**src/common/rftxc_cfg.svh**
```systemverilog
`ifndef RFTXC_CFG_SVH
`define RFTXC_CFG_SVH

// Register offsets on the parallel host port.
`define RFTXC_OFF_CRC_HIGH 6'h0E
`define RFTXC_OFF_BIT_FRAME 6'h0F
`define RFTXC_OFF_TX_CTRL 6'h11
`define RFTXC_OFF_COND 6'h12

// Reset values.
`define RFTXC_RST_BIT_FRAME 8'h00
`define RFTXC_RST_TX_CTRL 8'h58
`define RFTXC_RST_COND 8'h3F

// Field positions in the bit frame adjust register.
`define RFTXC_RXOFF_MSB 6
`define RFTXC_RXOFF_LSB 4
`define RFTXC_LAST_MSB 2
`define RFTXC_LAST_LSB 0

// Field positions in the transmitter control register.
`define RFTXC_MODSEL_MSB 6
`define RFTXC_MODSEL_LSB 5
`define RFTXC_B_INV 3
`define RFTXC_B_CW 2
`define RFTXC_B_EN 1
`define RFTXC_A_EN 0

// Field position of the conductance setting.
`define RFTXC_COND_MSB 5
`define RFTXC_COND_LSB 0

`endif

```
**src/common/rftxc_pkg.sv**
```systemverilog
package rftxc_pkg;

  // Modulator input sources.
  typedef enum logic [1:0] {
    RFTXC_MOD_LOW,
    RFTXC_MOD_HIGH,
    RFTXC_MOD_ENCODER,
    RFTXC_MOD_EXTERNAL
  } rftxc_modsel_t;

endpackage : rftxc_pkg

```
**src/common/rftxc_ant_if.sv**
```systemverilog
`timescale 1ns/10ps
interface rftxc_ant_if;
  logic [7:0] tx_ctrl;
  logic carrier;
  logic enc_data;
  logic ext_mod_raw;
  logic mod_in;
  logic ant_a;
  logic ant_b;

  modport regs (output tx_ctrl, output carrier, output enc_data,
    output ext_mod_raw, input mod_in, input ant_a, input ant_b);
  modport drv (input tx_ctrl, input carrier, input enc_data,
    input ext_mod_raw, output mod_in, output ant_a, output ant_b);
endinterface : rftxc_ant_if

```
**src/rtl/rftxc_antenna.sv**
```systemverilog
`timescale 1ns/10ps
`include "rftxc_cfg.svh"
module rftxc_antenna
(
  input wire logic i_clk, // System clock.
  input wire logic i_rst, // Synchronous reset, active high.
  rftxc_ant_if.drv ant    // Control and drive signals.
);

  logic [2:0] ext_sync_r;
  logic ext_mod_r;
  logic mod_in_r;
  logic ant_a_r;
  logic ant_b_r;
  logic b_base;
  rftxc_pkg::rftxc_modsel_t sel;

  // The external modulation pin passes three stages.
  always_ff @(posedge i_clk)
  begin
    if (i_rst)
      ext_sync_r <= 3'h0;
    else
      ext_sync_r <= {ext_sync_r[1:0], ant.ext_mod_raw};
  end

  // The level only changes once the second and third stage agree.
  always_ff @(posedge i_clk)
  begin
    if (i_rst)
      ext_mod_r <= 1'b0;
    else if (ext_sync_r[1] == ext_sync_r[2])
      ext_mod_r <= ext_sync_r[2];
  end

  assign sel = rftxc_pkg::rftxc_modsel_t'(
    ant.tx_ctrl[`RFTXC_MODSEL_MSB:`RFTXC_MODSEL_LSB]);

  // Modulator input source selection.
  always_ff @(posedge i_clk)
  begin
    if (i_rst)
      mod_in_r <= 1'b0;
    else
      case (sel) // see RULE_08
        rftxc_pkg::RFTXC_MOD_LOW: mod_in_r <= 1'b0;
        rftxc_pkg::RFTXC_MOD_HIGH: mod_in_r <= 1'b1;
        rftxc_pkg::RFTXC_MOD_ENCODER: mod_in_r <= ant.enc_data;
        rftxc_pkg::RFTXC_MOD_EXTERNAL: mod_in_r <= ext_mod_r;
        default: mod_in_r <= 1'b0;
      endcase
  end

  // Output B carrier before inversion: plain or gated by the modulator.
  assign b_base = ant.tx_ctrl[`RFTXC_B_CW] ? ant.carrier
    : (ant.carrier & mod_in_r); // see RULE_10

  // Antenna drivers; a disabled output sits at a constant low.
  always_ff @(posedge i_clk)
  begin
    if (i_rst)
    begin
      ant_a_r <= 1'b0;
      ant_b_r <= 1'b0;
    end
    else
    begin
      ant_a_r <= ant.tx_ctrl[`RFTXC_A_EN] & ant.carrier & mod_in_r;
      // see RULE_12
      ant_b_r <= ant.tx_ctrl[`RFTXC_B_EN]
        & (b_base ^ ant.tx_ctrl[`RFTXC_B_INV]); // see RULE_09 RULE_11
    end
  end

  assign ant.mod_in = mod_in_r;
  assign ant.ant_a = ant_a_r;
  assign ant.ant_b = ant_b_r;

endmodule : rftxc_antenna

```
**src/rtl/rftxc_regs.sv**
```systemverilog
// Functional notes
// RULE_01: CRC result high byte is read-only; valid only while CRC done is set.
// RULE_02: For eight-bit CRC the high byte is undefined; here it reads zero.
// RULE_03: Receive bit offset, bits 6..4, gives FIFO position of first bit.
// RULE_04: Offset N puts first bit at N; offset 7 wraps second into next byte.
// RULE_05: Receive bit offset clears to zero when a reception completes.
// RULE_06: Final byte bit count, bits 2..0, limits last byte; zero sends all.
// RULE_07: Final byte bit count clears to zero when a transmission finishes.
// RULE_08: Modulator input: 00 low, 01 high, 10 encoder, 11 external pin.
// RULE_09: Antenna B invert bit inverts the carrier on antenna output B.
// RULE_10: Antenna B carrier-only bit gives unmodulated carrier on output B.
// RULE_11: Antenna B enable drives modulated carrier, else constant level.
// RULE_12: Antenna A enable drives modulated carrier, else constant level.
// RULE_13: Six-bit driver conductance setting is held and sent to drivers.
// RULE_14: Software keeps transmitter control bit 7 at zero and bit 4 at one.
// RULE_15: Software keeps driver conductance bits 7..6 at zero.
// RULE_16: Writes to the CRC result high byte have no effect.
`timescale 1ns/10ps
`include "rftxc_cfg.svh"
module rftxc_regs
#(
  parameter int ADDR_W = 6 // Host address width.
)
(
  input wire logic I_CLK,              // System clock, 25 MHz.
  input wire logic I_RST,              // Synchronous reset, active high.
  input wire logic [ADDR_W-1:0] I_ADDR, // Register address.
  input wire logic [7:0] I_WDATA,      // Write data.
  input wire logic I_WR,               // Write strobe, one cycle.
  input wire logic I_RD,               // Read strobe, one cycle.
  output logic [7:0] O_RDATA,          // Read data, one cycle after I_RD.
  input wire logic [7:0] I_CRC_HIGH,   // CRC engine result high byte.
  input wire logic I_CRC_DONE,         // CRC done flag.
  input wire logic I_CRC_8BIT,         // CRC engine runs eight-bit mode.
  input wire logic I_RX_DONE,          // Reception complete pulse.
  input wire logic I_TX_DONE,          // Transmission complete pulse.
  input wire logic I_CARRIER,          // Carrier from the clock logic.
  input wire logic I_ENC_DATA,         // Internal encoder output.
  input wire logic I_EXT_MOD,          // External modulation pin.
  output logic [2:0] O_RX_BIT_OFFSET,  // FIFO position of first rx bit.
  output logic [2:0] O_TX_LAST_BITS,   // Bits sent of the last byte.
  output logic O_MOD_IN,               // Modulator input.
  output logic [5:0] O_COND,           // Driver conductance setting.
  output logic O_ANT_A,                // Antenna output A.
  output logic O_ANT_B                 // Antenna output B.
);

  logic [2:0] rx_off_r;
  logic [2:0] last_bits_r;
  logic [7:0] tx_ctrl_r;
  logic [5:0] cond_r;
  logic [7:0] rdata_r;
  logic wr_frame;
  rftxc_ant_if ant_bus ();

  initial
  begin
    if (ADDR_W < 5)
      $error("ADDR_W too narrow for the register map");
  end

  // Address decode for reads and writes.
  function automatic logic hit(input logic [ADDR_W-1:0] a,
    input logic [5:0] off);
    hit = (a == ADDR_W'(off));
  endfunction : hit

  assign wr_frame = I_WR & hit(I_ADDR, `RFTXC_OFF_BIT_FRAME);

  // Receive bit offset; a host write in the completion cycle wins.
  always_ff @(posedge I_CLK)
  begin
    if (I_RST)
      rx_off_r <= 3'(`RFTXC_RST_BIT_FRAME >> `RFTXC_RXOFF_LSB);
    else if (wr_frame)
      rx_off_r <= I_WDATA[`RFTXC_RXOFF_MSB:`RFTXC_RXOFF_LSB]; // see RULE_03
    else if (I_RX_DONE)
      rx_off_r <= 3'h0; // see RULE_05
  end

  // Final byte bit count; a host write in the completion cycle wins.
  always_ff @(posedge I_CLK)
  begin
    if (I_RST)
      last_bits_r <= 3'h0;
    else if (wr_frame)
      last_bits_r <= I_WDATA[`RFTXC_LAST_MSB:`RFTXC_LAST_LSB]; // see RULE_06
    else if (I_TX_DONE)
      last_bits_r <= 3'h0; // see RULE_07
  end

  // Transmitter control and conductance storage.
  always_ff @(posedge I_CLK)
  begin
    if (I_RST)
    begin
      tx_ctrl_r <= `RFTXC_RST_TX_CTRL;
      cond_r <= 6'(`RFTXC_RST_COND);
    end
    else if (I_WR)
    begin
      if (hit(I_ADDR, `RFTXC_OFF_TX_CTRL))
        tx_ctrl_r <= I_WDATA; // see RULE_14
      if (hit(I_ADDR, `RFTXC_OFF_COND))
        cond_r <= I_WDATA[`RFTXC_COND_MSB:`RFTXC_COND_LSB]; // see RULE_13
    end
  end

  // Read mux; the CRC high byte has no write path at all.
  always_ff @(posedge I_CLK)
  begin
    if (I_RST)
      rdata_r <= 8'h00;
    else if (I_RD)
    begin
      if (hit(I_ADDR, `RFTXC_OFF_CRC_HIGH))
        rdata_r <= I_CRC_8BIT ? 8'h00 : I_CRC_HIGH; // see RULE_01 RULE_02
      else if (hit(I_ADDR, `RFTXC_OFF_BIT_FRAME))
        rdata_r <= {1'b0, rx_off_r, 1'b0, last_bits_r};
      else if (hit(I_ADDR, `RFTXC_OFF_TX_CTRL))
        rdata_r <= tx_ctrl_r;
      else if (hit(I_ADDR, `RFTXC_OFF_COND))
        rdata_r <= {2'h0, cond_r}; // see RULE_15
      else
        rdata_r <= 8'h00;
    end
  end

  // Connections to the antenna driver.
  assign ant_bus.tx_ctrl = tx_ctrl_r;
  assign ant_bus.carrier = I_CARRIER;
  assign ant_bus.enc_data = I_ENC_DATA;
  assign ant_bus.ext_mod_raw = I_EXT_MOD;

  rftxc_antenna u_ant (
    .i_clk (I_CLK),
    .i_rst (I_RST),
    .ant (ant_bus.drv)
  );

  assign O_RDATA = rdata_r;
  assign O_RX_BIT_OFFSET = rx_off_r; // see RULE_04
  assign O_TX_LAST_BITS = last_bits_r;
  assign O_COND = cond_r;
  assign O_MOD_IN = ant_bus.mod_in;
  assign O_ANT_A = ant_bus.ant_a;
  assign O_ANT_B = ant_bus.ant_b;

  // Checks on the register behaviour.
  a_rx_off_clear: assert property ( // see RULE_05
    @(posedge I_CLK) disable iff (I_RST)
    I_RX_DONE && !wr_frame |=> O_RX_BIT_OFFSET == 3'h0)
    else $error("receive offset not cleared");
  a_last_clear: assert property ( // see RULE_07
    @(posedge I_CLK) disable iff (I_RST)
    I_TX_DONE && !wr_frame |=> O_TX_LAST_BITS == 3'h0)
    else $error("last bit count not cleared");
  a_frame_write: assert property ( // see RULE_03
    @(posedge I_CLK) disable iff (I_RST)
    wr_frame |=> O_RX_BIT_OFFSET == $past(I_WDATA[6:4])
      && O_TX_LAST_BITS == $past(I_WDATA[2:0]))
    else $error("frame fields not written");

  // Checks on the CRC high byte and the conductance setting.
  a_crc_read: assert property ( // see RULE_01
    @(posedge I_CLK) disable iff (I_RST)
    I_RD && hit(I_ADDR, `RFTXC_OFF_CRC_HIGH) && !I_CRC_8BIT
      |=> O_RDATA == $past(I_CRC_HIGH))
    else $error("crc high byte read wrong");
  a_crc_narrow: assert property ( // see RULE_02
    @(posedge I_CLK) disable iff (I_RST)
    I_RD && hit(I_ADDR, `RFTXC_OFF_CRC_HIGH) && I_CRC_8BIT
      |=> O_RDATA == 8'h00)
    else $error("crc high byte not zero in narrow mode");
  a_crc_ro: assert property ( // see RULE_16
    @(posedge I_CLK) disable iff (I_RST)
    I_WR && hit(I_ADDR, `RFTXC_OFF_CRC_HIGH)
      |=> $stable(tx_ctrl_r) && $stable(cond_r))
    else $error("crc high byte write had effect");
  a_cond_apply: assert property ( // see RULE_13
    @(posedge I_CLK) disable iff (I_RST)
    I_WR && hit(I_ADDR, `RFTXC_OFF_COND) |=> O_COND == $past(I_WDATA[5:0]))
    else $error("conductance not applied");

  // Checks on the modulator source, one cycle behind the control register.
  a_mod_low: assert property ( // see RULE_08
    @(posedge I_CLK) disable iff (I_RST)
    tx_ctrl_r[6:5] == 2'h0 [*2] |-> !O_MOD_IN)
    else $error("modulator not low");
  a_mod_high: assert property ( // see RULE_08
    @(posedge I_CLK) disable iff (I_RST)
    tx_ctrl_r[6:5] == 2'h1 |=> O_MOD_IN)
    else $error("modulator not high");
  a_mod_enc: assert property ( // see RULE_08
    @(posedge I_CLK) disable iff (I_RST)
    tx_ctrl_r[6:5] == 2'h2 |=> O_MOD_IN == $past(I_ENC_DATA))
    else $error("modulator not following encoder");

  // Checks on the antenna drivers; each output lags its inputs one cycle.
  a_ant_a_off: assert property ( // see RULE_12
    @(posedge I_CLK) disable iff (I_RST)
    !tx_ctrl_r[0] |=> !O_ANT_A)
    else $error("antenna A not constant");
  a_ant_a_mod: assert property ( // see RULE_12
    @(posedge I_CLK) disable iff (I_RST)
    tx_ctrl_r[0] |=> O_ANT_A == ($past(I_CARRIER) && $past(O_MOD_IN)))
    else $error("antenna A not modulated");
  a_ant_b_off: assert property ( // see RULE_11
    @(posedge I_CLK) disable iff (I_RST)
    !tx_ctrl_r[1] |=> !O_ANT_B)
    else $error("antenna B not constant");
  a_ant_b_mod: assert property ( // see RULE_11
    @(posedge I_CLK) disable iff (I_RST)
    tx_ctrl_r[3:1] == 3'h1
      |=> O_ANT_B == ($past(I_CARRIER) && $past(O_MOD_IN)))
    else $error("antenna B not modulated");
  a_ant_b_cw: assert property ( // see RULE_10
    @(posedge I_CLK) disable iff (I_RST)
    tx_ctrl_r[3:1] == 3'h3 |=> O_ANT_B == $past(I_CARRIER))
    else $error("antenna B not continuous carrier");
  a_ant_b_inv: assert property ( // see RULE_09
    @(posedge I_CLK) disable iff (I_RST)
    tx_ctrl_r[3:1] == 3'h7 |=> O_ANT_B == !$past(I_CARRIER))
    else $error("antenna B not inverted");

  // Main scenarios that the bench should reach.
  c_rx_done: cover property (@(posedge I_CLK)
    rx_off_r != 3'h0 ##1 I_RX_DONE);
  c_tx_done: cover property (@(posedge I_CLK)
    last_bits_r != 3'h0 ##1 I_TX_DONE);
  c_ext_mod: cover property (@(posedge I_CLK)
    tx_ctrl_r[6:5] == 2'h3 && O_MOD_IN);
  c_crc_rd: cover property (@(posedge I_CLK) I_RD && I_CRC_DONE
    && hit(I_ADDR, `RFTXC_OFF_CRC_HIGH));
  c_inv_low: cover property (@(posedge I_CLK)
    tx_ctrl_r[3:1] == 3'h7 && !I_CARRIER);

endmodule : rftxc_regs

```
**config.mk**
```make
export PLATFORM = sky130hd
export DESIGN_NAME = rftxc_regs
export DESIGN_NICKNAME = d
export VERILOG_FILES = /design/src/common/rftxc_pkg.sv /design/src/common/rftxc_ant_if.sv /design/src/rtl/rftxc_antenna.sv /design/src/rtl/rftxc_regs.sv
export VERILOG_INCLUDE_DIRS = /design/src /design/src/common
export SDC_FILE = /design/constraint.sdc
export NUM_CORES = 1
export LEC_CHECK = 0
export ABC_AREA = 1
export BUFFER_PORTS_ARGS = -buffer_cell sky130_fd_sc_hd__buf_2
export CAP_MARGIN = 20
export CORE_MARGIN = 2
export CORE_UTILIZATION = 35
export CTS_BUF_LIST = sky130_fd_sc_hd__clkbuf_8
export CTS_CLUSTER_DIAMETER = 100
export CTS_CLUSTER_SIZE = 20
export DETAILED_ROUTE_END_ITERATION = 16
export HOLD_SLACK_MARGIN = 0.02
export PLACE_DENSITY = 0.59
export SETUP_SLACK_MARGIN = 0.5
export SYNTH_ARGS = -nofsm -noshare
export SYNTH_HDL_FRONTEND = slang
export SYNTH_SLANG_ARGS = --single-unit
```
**constraint.sdc**
```tcl
create_clock -name I_CLK -period 1.4 [get_ports I_CLK]
set_input_delay 0.14 -clock I_CLK [delete_from_list [all_inputs] [get_ports I_CLK]]
set_output_delay 0.14 -clock I_CLK [all_outputs]
set_load 0.03 [all_outputs]
```
## After elaboration in Yosys (flattened, before gate mapping)

Index checks and enable logic that the tools add are counted.

- Equality and inequality tests: 8
- Muxes and demuxes: 11
- Bitwise operators: 6
- Reductions and logical operators: 5

Operator list:

| cell | number |
|---|---|
| 8-bit two-way mux | 4 |
| 6-bit by 4-bit equality test with 1-bit output, second input constant | 2 |
| 6-bit by 5-bit equality test with 1-bit output, second input constant | 2 |
| 3-bit two-way mux | 4 |
| 6-bit two-way mux | 1 |
| 1-bit bitwise AND | 5 |
| 2-bit equality test, second input constant | 2 |
| 1-bit case mux with 4 select lines | 1 |
| 2-bit AND reduction | 2 |
| 2-bit nonzero test | 2 |
| 2-bit by 1-bit equality test with 1-bit output, second input constant | 1 |
| 2-bit zero test | 1 |
| 1-bit equality test | 1 |
| 1-bit two-way mux | 1 |
| 1-bit XOR | 1 |

- Flip-flop bits (word level): 35
- Output and inout port bits: 23

## Depth between registers and ports, before layout

- Depth after elaboration: 5
- Gate-level depth with buffers: 8

## Hierarchy

A second synthesis with hierarchy kept.

- Cells, all modules: 224
- Area total of the unflattened synthesis: 1619.1 µm²

By module, submodules not included:

| module | times used | cells an instance | area each (µm²) |
|---|---|---|---|
| rftxc_regs | 1 | 190 | 1357.6 |
| rftxc_antenna | 1 | 34 | 261.5 |

## Worst setup path before layout

OpenSTA, ideal clock, no wires.

- Path kind: reg-to-reg
- Start: register u_ant.mod_in_r (netlist: u_ant.ant.mod_in)
- End: register u_ant.ant_b_r (netlist: u_ant.ant.ant_b)
- Library setup time: 120 ps
- Arrival: 801 ps
- Path slack: 478 ps
- Cell stages (with the launch flop): 4
- Path buffers: 0
- Clock period less this slack: 922 ps
- Cell sequence: dfxtp_1 -> o21a_1 -> o211ai_1 -> a21oi_1

- Cells in the longest elaborated chain, start to end: 4

Ends and longest elaborated chain:

| element | line | RTL |
|---|---|---|
| from (decl) | rftxc_antenna.sv:12 | `logic mod_in_r;` |
| from (signal assigned) | rftxc_antenna.sv:48 | `rftxc_pkg::RFTXC_MOD_ENCODER: mod_in_r <= ant.enc_data;` |
| from (signal assigned) | rftxc_antenna.sv:49 | `rftxc_pkg::RFTXC_MOD_EXTERNAL: mod_in_r <= ext_mod_r;` |
| 1-bit bitwise AND | rftxc_antenna.sv:56 | `: (ant.carrier & mod_in_r);` |
| 1-bit two-way mux | rftxc_antenna.sv:55 | `` assign b_base = ant.tx_ctrl[`RFTXC_B_CW] ? ant.carrier `` |
| 1-bit XOR | rftxc_antenna.sv:71 | `` & (b_base ^ ant.tx_ctrl[`RFTXC_B_INV]); `` |
| 1-bit bitwise AND | rftxc_antenna.sv:70 | `` ant_b_r <= ant.tx_ctrl[`RFTXC_B_EN] `` |
| to (signal assigned) | rftxc_antenna.sv:70 |  |
| to (decl) | rftxc_antenna.sv:14 | `logic ant_b_r;` |

Every way passes these cells.
A chain may end at the register's enable or synchronous reset.

## Worst setup path after layout

- Start: register last_bits_r[0] (netlist: O_TX_LAST_BITS[0])
- End: output O_TX_LAST_BITS[0]

RTL lines:

| element | line | RTL |
|---|---|---|
| from (decl) | rftxc_regs.sv:49 | `logic [2:0] last_bits_r;` |
| from (signal assigned) | rftxc_regs.sv:87 | `` last_bits_r <= I_WDATA[`RFTXC_LAST_MSB:`RFTXC_LAST_LSB]; `` |
| to (decl) | rftxc_regs.sv:41 | `output logic [2:0] O_TX_LAST_BITS,` |

No word-level cell between the ends.

==> impl_results.md <==
* Final setup margin at 486.2 ps
* Routed Antenna Nets at 0
* Layout area overhead at 52.51%
* Htree depth at 2
* Syn avg cell area at 7.449 um^2
* Peak supply drop at 0.7125 mV
* Hold Crit Class: input port to flip-flop
* WS Path Type: flip-flop to output pin
* R2r endpoint: O_RDATA[5]$_SDFFE_PP0P_
* Final Hold Fails at 0
* Initial antenna violation count at 0
* Inserted Clock Buffers at 5
* Die Span Y at 71.49 um
* Fmax at 1.094 GHz
* Hpwl dp at 3.062 mm
* FF+latch count, synth at 35
* Yosys top cell area share at 43.96%
* WP buf/inv at 1
* Reg2Reg Setup Slack at 500 ps
* RePlAce Congestion at 0.8103
* Clock transition at path regs at 70 ps
* Syn Inst Count at 214
* Fin Hold WS at 52.15 ps
* Pre-CTS setup slack at 179.1 ps
* CP endpoint kind: output pin
* First-iteration detailed-routing DRC count at 39
* Largest net degree at the start of global routing at 22
* CP arrival at 770 ps
* Pins over their slew limit at 0
* First-pass detailed-route iteration total at 4
* Root Driver: clkbuf_8
* CP max-delay cell: dfxtp_2
* Finished Layout Cells at 338
* Overall Power at 2.250 mW
* Max clock buf depth at 2
* Leakage at 1.128 nW
* I/O pin count at 56
* Sequential-to-total area share from yosys stat at 43.96%
* P per Cell Area at 925.3 nW/um^2
* Hold Buf Count CTS at 0
* Crit path time final at 913.8 ps
* Site Rows at 24
* Total grt overflow at 0
* Crit path launch type: flip-flop
* Vias at 1696
* Clock latency on the worst-skew pair at 280 ps
* Initial Utilization at 36.36%
* Setup violators final at 0
* Critical-path cell list: buf_6
* Hold path startpoint: I_EXT_MOD
* Worst Hold Depth at 3
* Top delay family on crit path: flip-flops
* Syn nets at 247
* Period utilization at 65.27%
* Antenna Cells at 0
* Outcome: complete, no violations
* Unrepaired setup endpoints after global routing: yes
* Final nets at 318
* Yosys warnings at 0
* DRC Markers at 0
* Vias in the first global route at 1545
* Die ar. at 5110 um^2
* Reg-to-Reg Start: O_RX_BIT_OFFSET[1]$_SDFFE_PP0P_
* Core footprint at 4384 um^2
* Worst R2R Path Depth at 5
* Setup TNS Final at 0 ps
* Synthesized area at 1594 um^2
* I/O Buffers at 54
* Area contributors post-synth: dfxtp_1 44%, nand3_1 14%, nor2_1 7.8%, nand2_1 7.1%, nand4_1 5.5%
* Vias per inst at 5.018
* Overall Global Routing Usage at 18.00%
* First-pass GRT wire length at 7.182 mm
* CP peak stage delay at 350 ps
* Largest area contributor in the netlist: dfxtp_1
* Max Cap Viol at 0
* Skew final at 5.856 ps
* Maximum net fanout on the critical path at 3
* Worst Hold Path EP: u_ant.ext_sync_r[0]$_SDFF_PP0_
* Clk sink count at 35
* Placed Cells at 313
* Layout cells sized above 1 at 47.55%
* CTS tree: done
* Distinct cell type count after synthesis at 19
* Drt wl/cell at 13.69 um
* Max_slew headroom at 80.81%
* Final wirelength at 4.628 mm
* Worst slew pin tran at 287.2 ps
* Req. time, crit path at 1260 ps
* Die width at 71.49 um
-- cell type report --
type,instances,area [um^2]
Timing Repair Buffer,73,585.6
Tap cell,52,65.06
Sequential cell,35,728.2
Multi-Input combinational cell,154,869.6
Clock inverter,2,35.03
Inverter,16,65.06
Clock buffer,6,82.58
Fill cell,411,1953
-- worst max-delay path by stage --
stage	slack (ps)	cells after the start	from	end
after floorplan	540	3	u_ant.ant.mod_in$_SDFF_PP0_	u_ant.ant.ant_b$_SDFF_PP0_
after global placement	210	6	I_ADDR[2]	O_TX_LAST_BITS[1]$_SDFFE_PP0P_
after detailed placement	180	6	I_ADDR[2]	O_RX_BIT_OFFSET[2]$_SDFFE_PP0P_
after CTS	480	1	u_ant.ant.mod_in$_SDFF_PP0_	O_MOD_IN
after global routing	440	5	O_RX_BIT_OFFSET[1]$_SDFFE_PP0P_	O_RDATA[5]$_SDFFE_PP0P_
final	490	1	O_TX_LAST_BITS[0]$_SDFFE_PP0P_	O_TX_LAST_BITS[0]
-- cell families (layout without fill, tap and decap cells) --
family | count (synthesis) | in the layout | share of synthesized area, %
buf+inv | 25 | 97 | 7.143
flops | 35 | 35 | 43.96
compound gates | 25 | 25 | 8.320
simple gates | 129 | 129 | 40.58
-- sequential cells by signal (all words and copies together), names as in the netlist --
name,count
O_RDATA,8
ant_bus.tx_ctrl,8
O_COND,6
O_RX_BIT_OFFSET,3
O_TX_LAST_BITS,3
u_ant.ext_sync_r,3
u_ant.ant.ant_a,1
u_ant.ant.ant_b,1
u_ant.ant.mod_in,1
u_ant.ext_mod_r,1
-- report_power, final --
group	switching, mW	internal [mW]
logic	0.167	0.109
clock network	0.365	0.576
registers	0.0136	1.02
-- per-stage QoR --
| step | utilization (%) | area, um^2 |
|---|---|---|
| 6_report | 55.45 | 2431 |
| 5_1_grt | 55.45 | 2431 |
| 4_1_cts | 51.63 | 2263 |
| 3_5_place_dp | 43.44 | 1904 |
| 3_3_place_gp | 43.44 | 1904 |
| 2_1_floorplan | - | 1595 |
-- placed cells by master, fill, tap and decap left out --
master      n
clkinv_2    1
buf_12      2
buf_2      31
nand3_4     3
o21a_1      1
nand3_2    14
o21ai_0    13
inv_1      10
nor2_8      1
nand2_2     4
o211ai_1    1
nand2_1    29
dfxtp_2    22
inv_4       2
nor2_2      2
buf_4      16
bufinv_16   1
nor2_4      3
a21oi_1     9
nand3_1    28
buf_6      24
a211oi_1    1
nor2_1     31
nand4_1    14
dfxtp_1    13
inv_2       4
clkbuf_8    6
-- cells in the mapped netlist, drive strengths merged --
| cell | instances |
|---|---|
| nand3 | 45 |
| a211oi | 1 |
| nand4 | 14 |
| o21a | 1 |
| nand2 | 33 |
| inv | 16 |
| clkbuf | 3 |
| nor2 | 37 |
| o21ai | 13 |
| buf | 6 |
| dfxtp | 35 |
| a21oi | 9 |
| o211ai | 1 |
-- what timing repair did --
item | 4_1_cts | 5_1_grt
buffers inserted | 10 | 7
endpoints found under the setup margin | 27 | 39
gates resized for setup | 65 | 24
pin swaps | 1 | 15
-- layer usage --
layer / routed length [um] / up-vias / global-route usage [%]
li1: - / 870 / -
met1: 2132 / 765 / 23.14
met2: 2177 / 57 / 29.63
met3: 278 / 4 / 4.219
met4: 40 / 0 / 6.289
met5: 0 / - / 0
No activity file was read; power rests on OpenSTA's default activity.
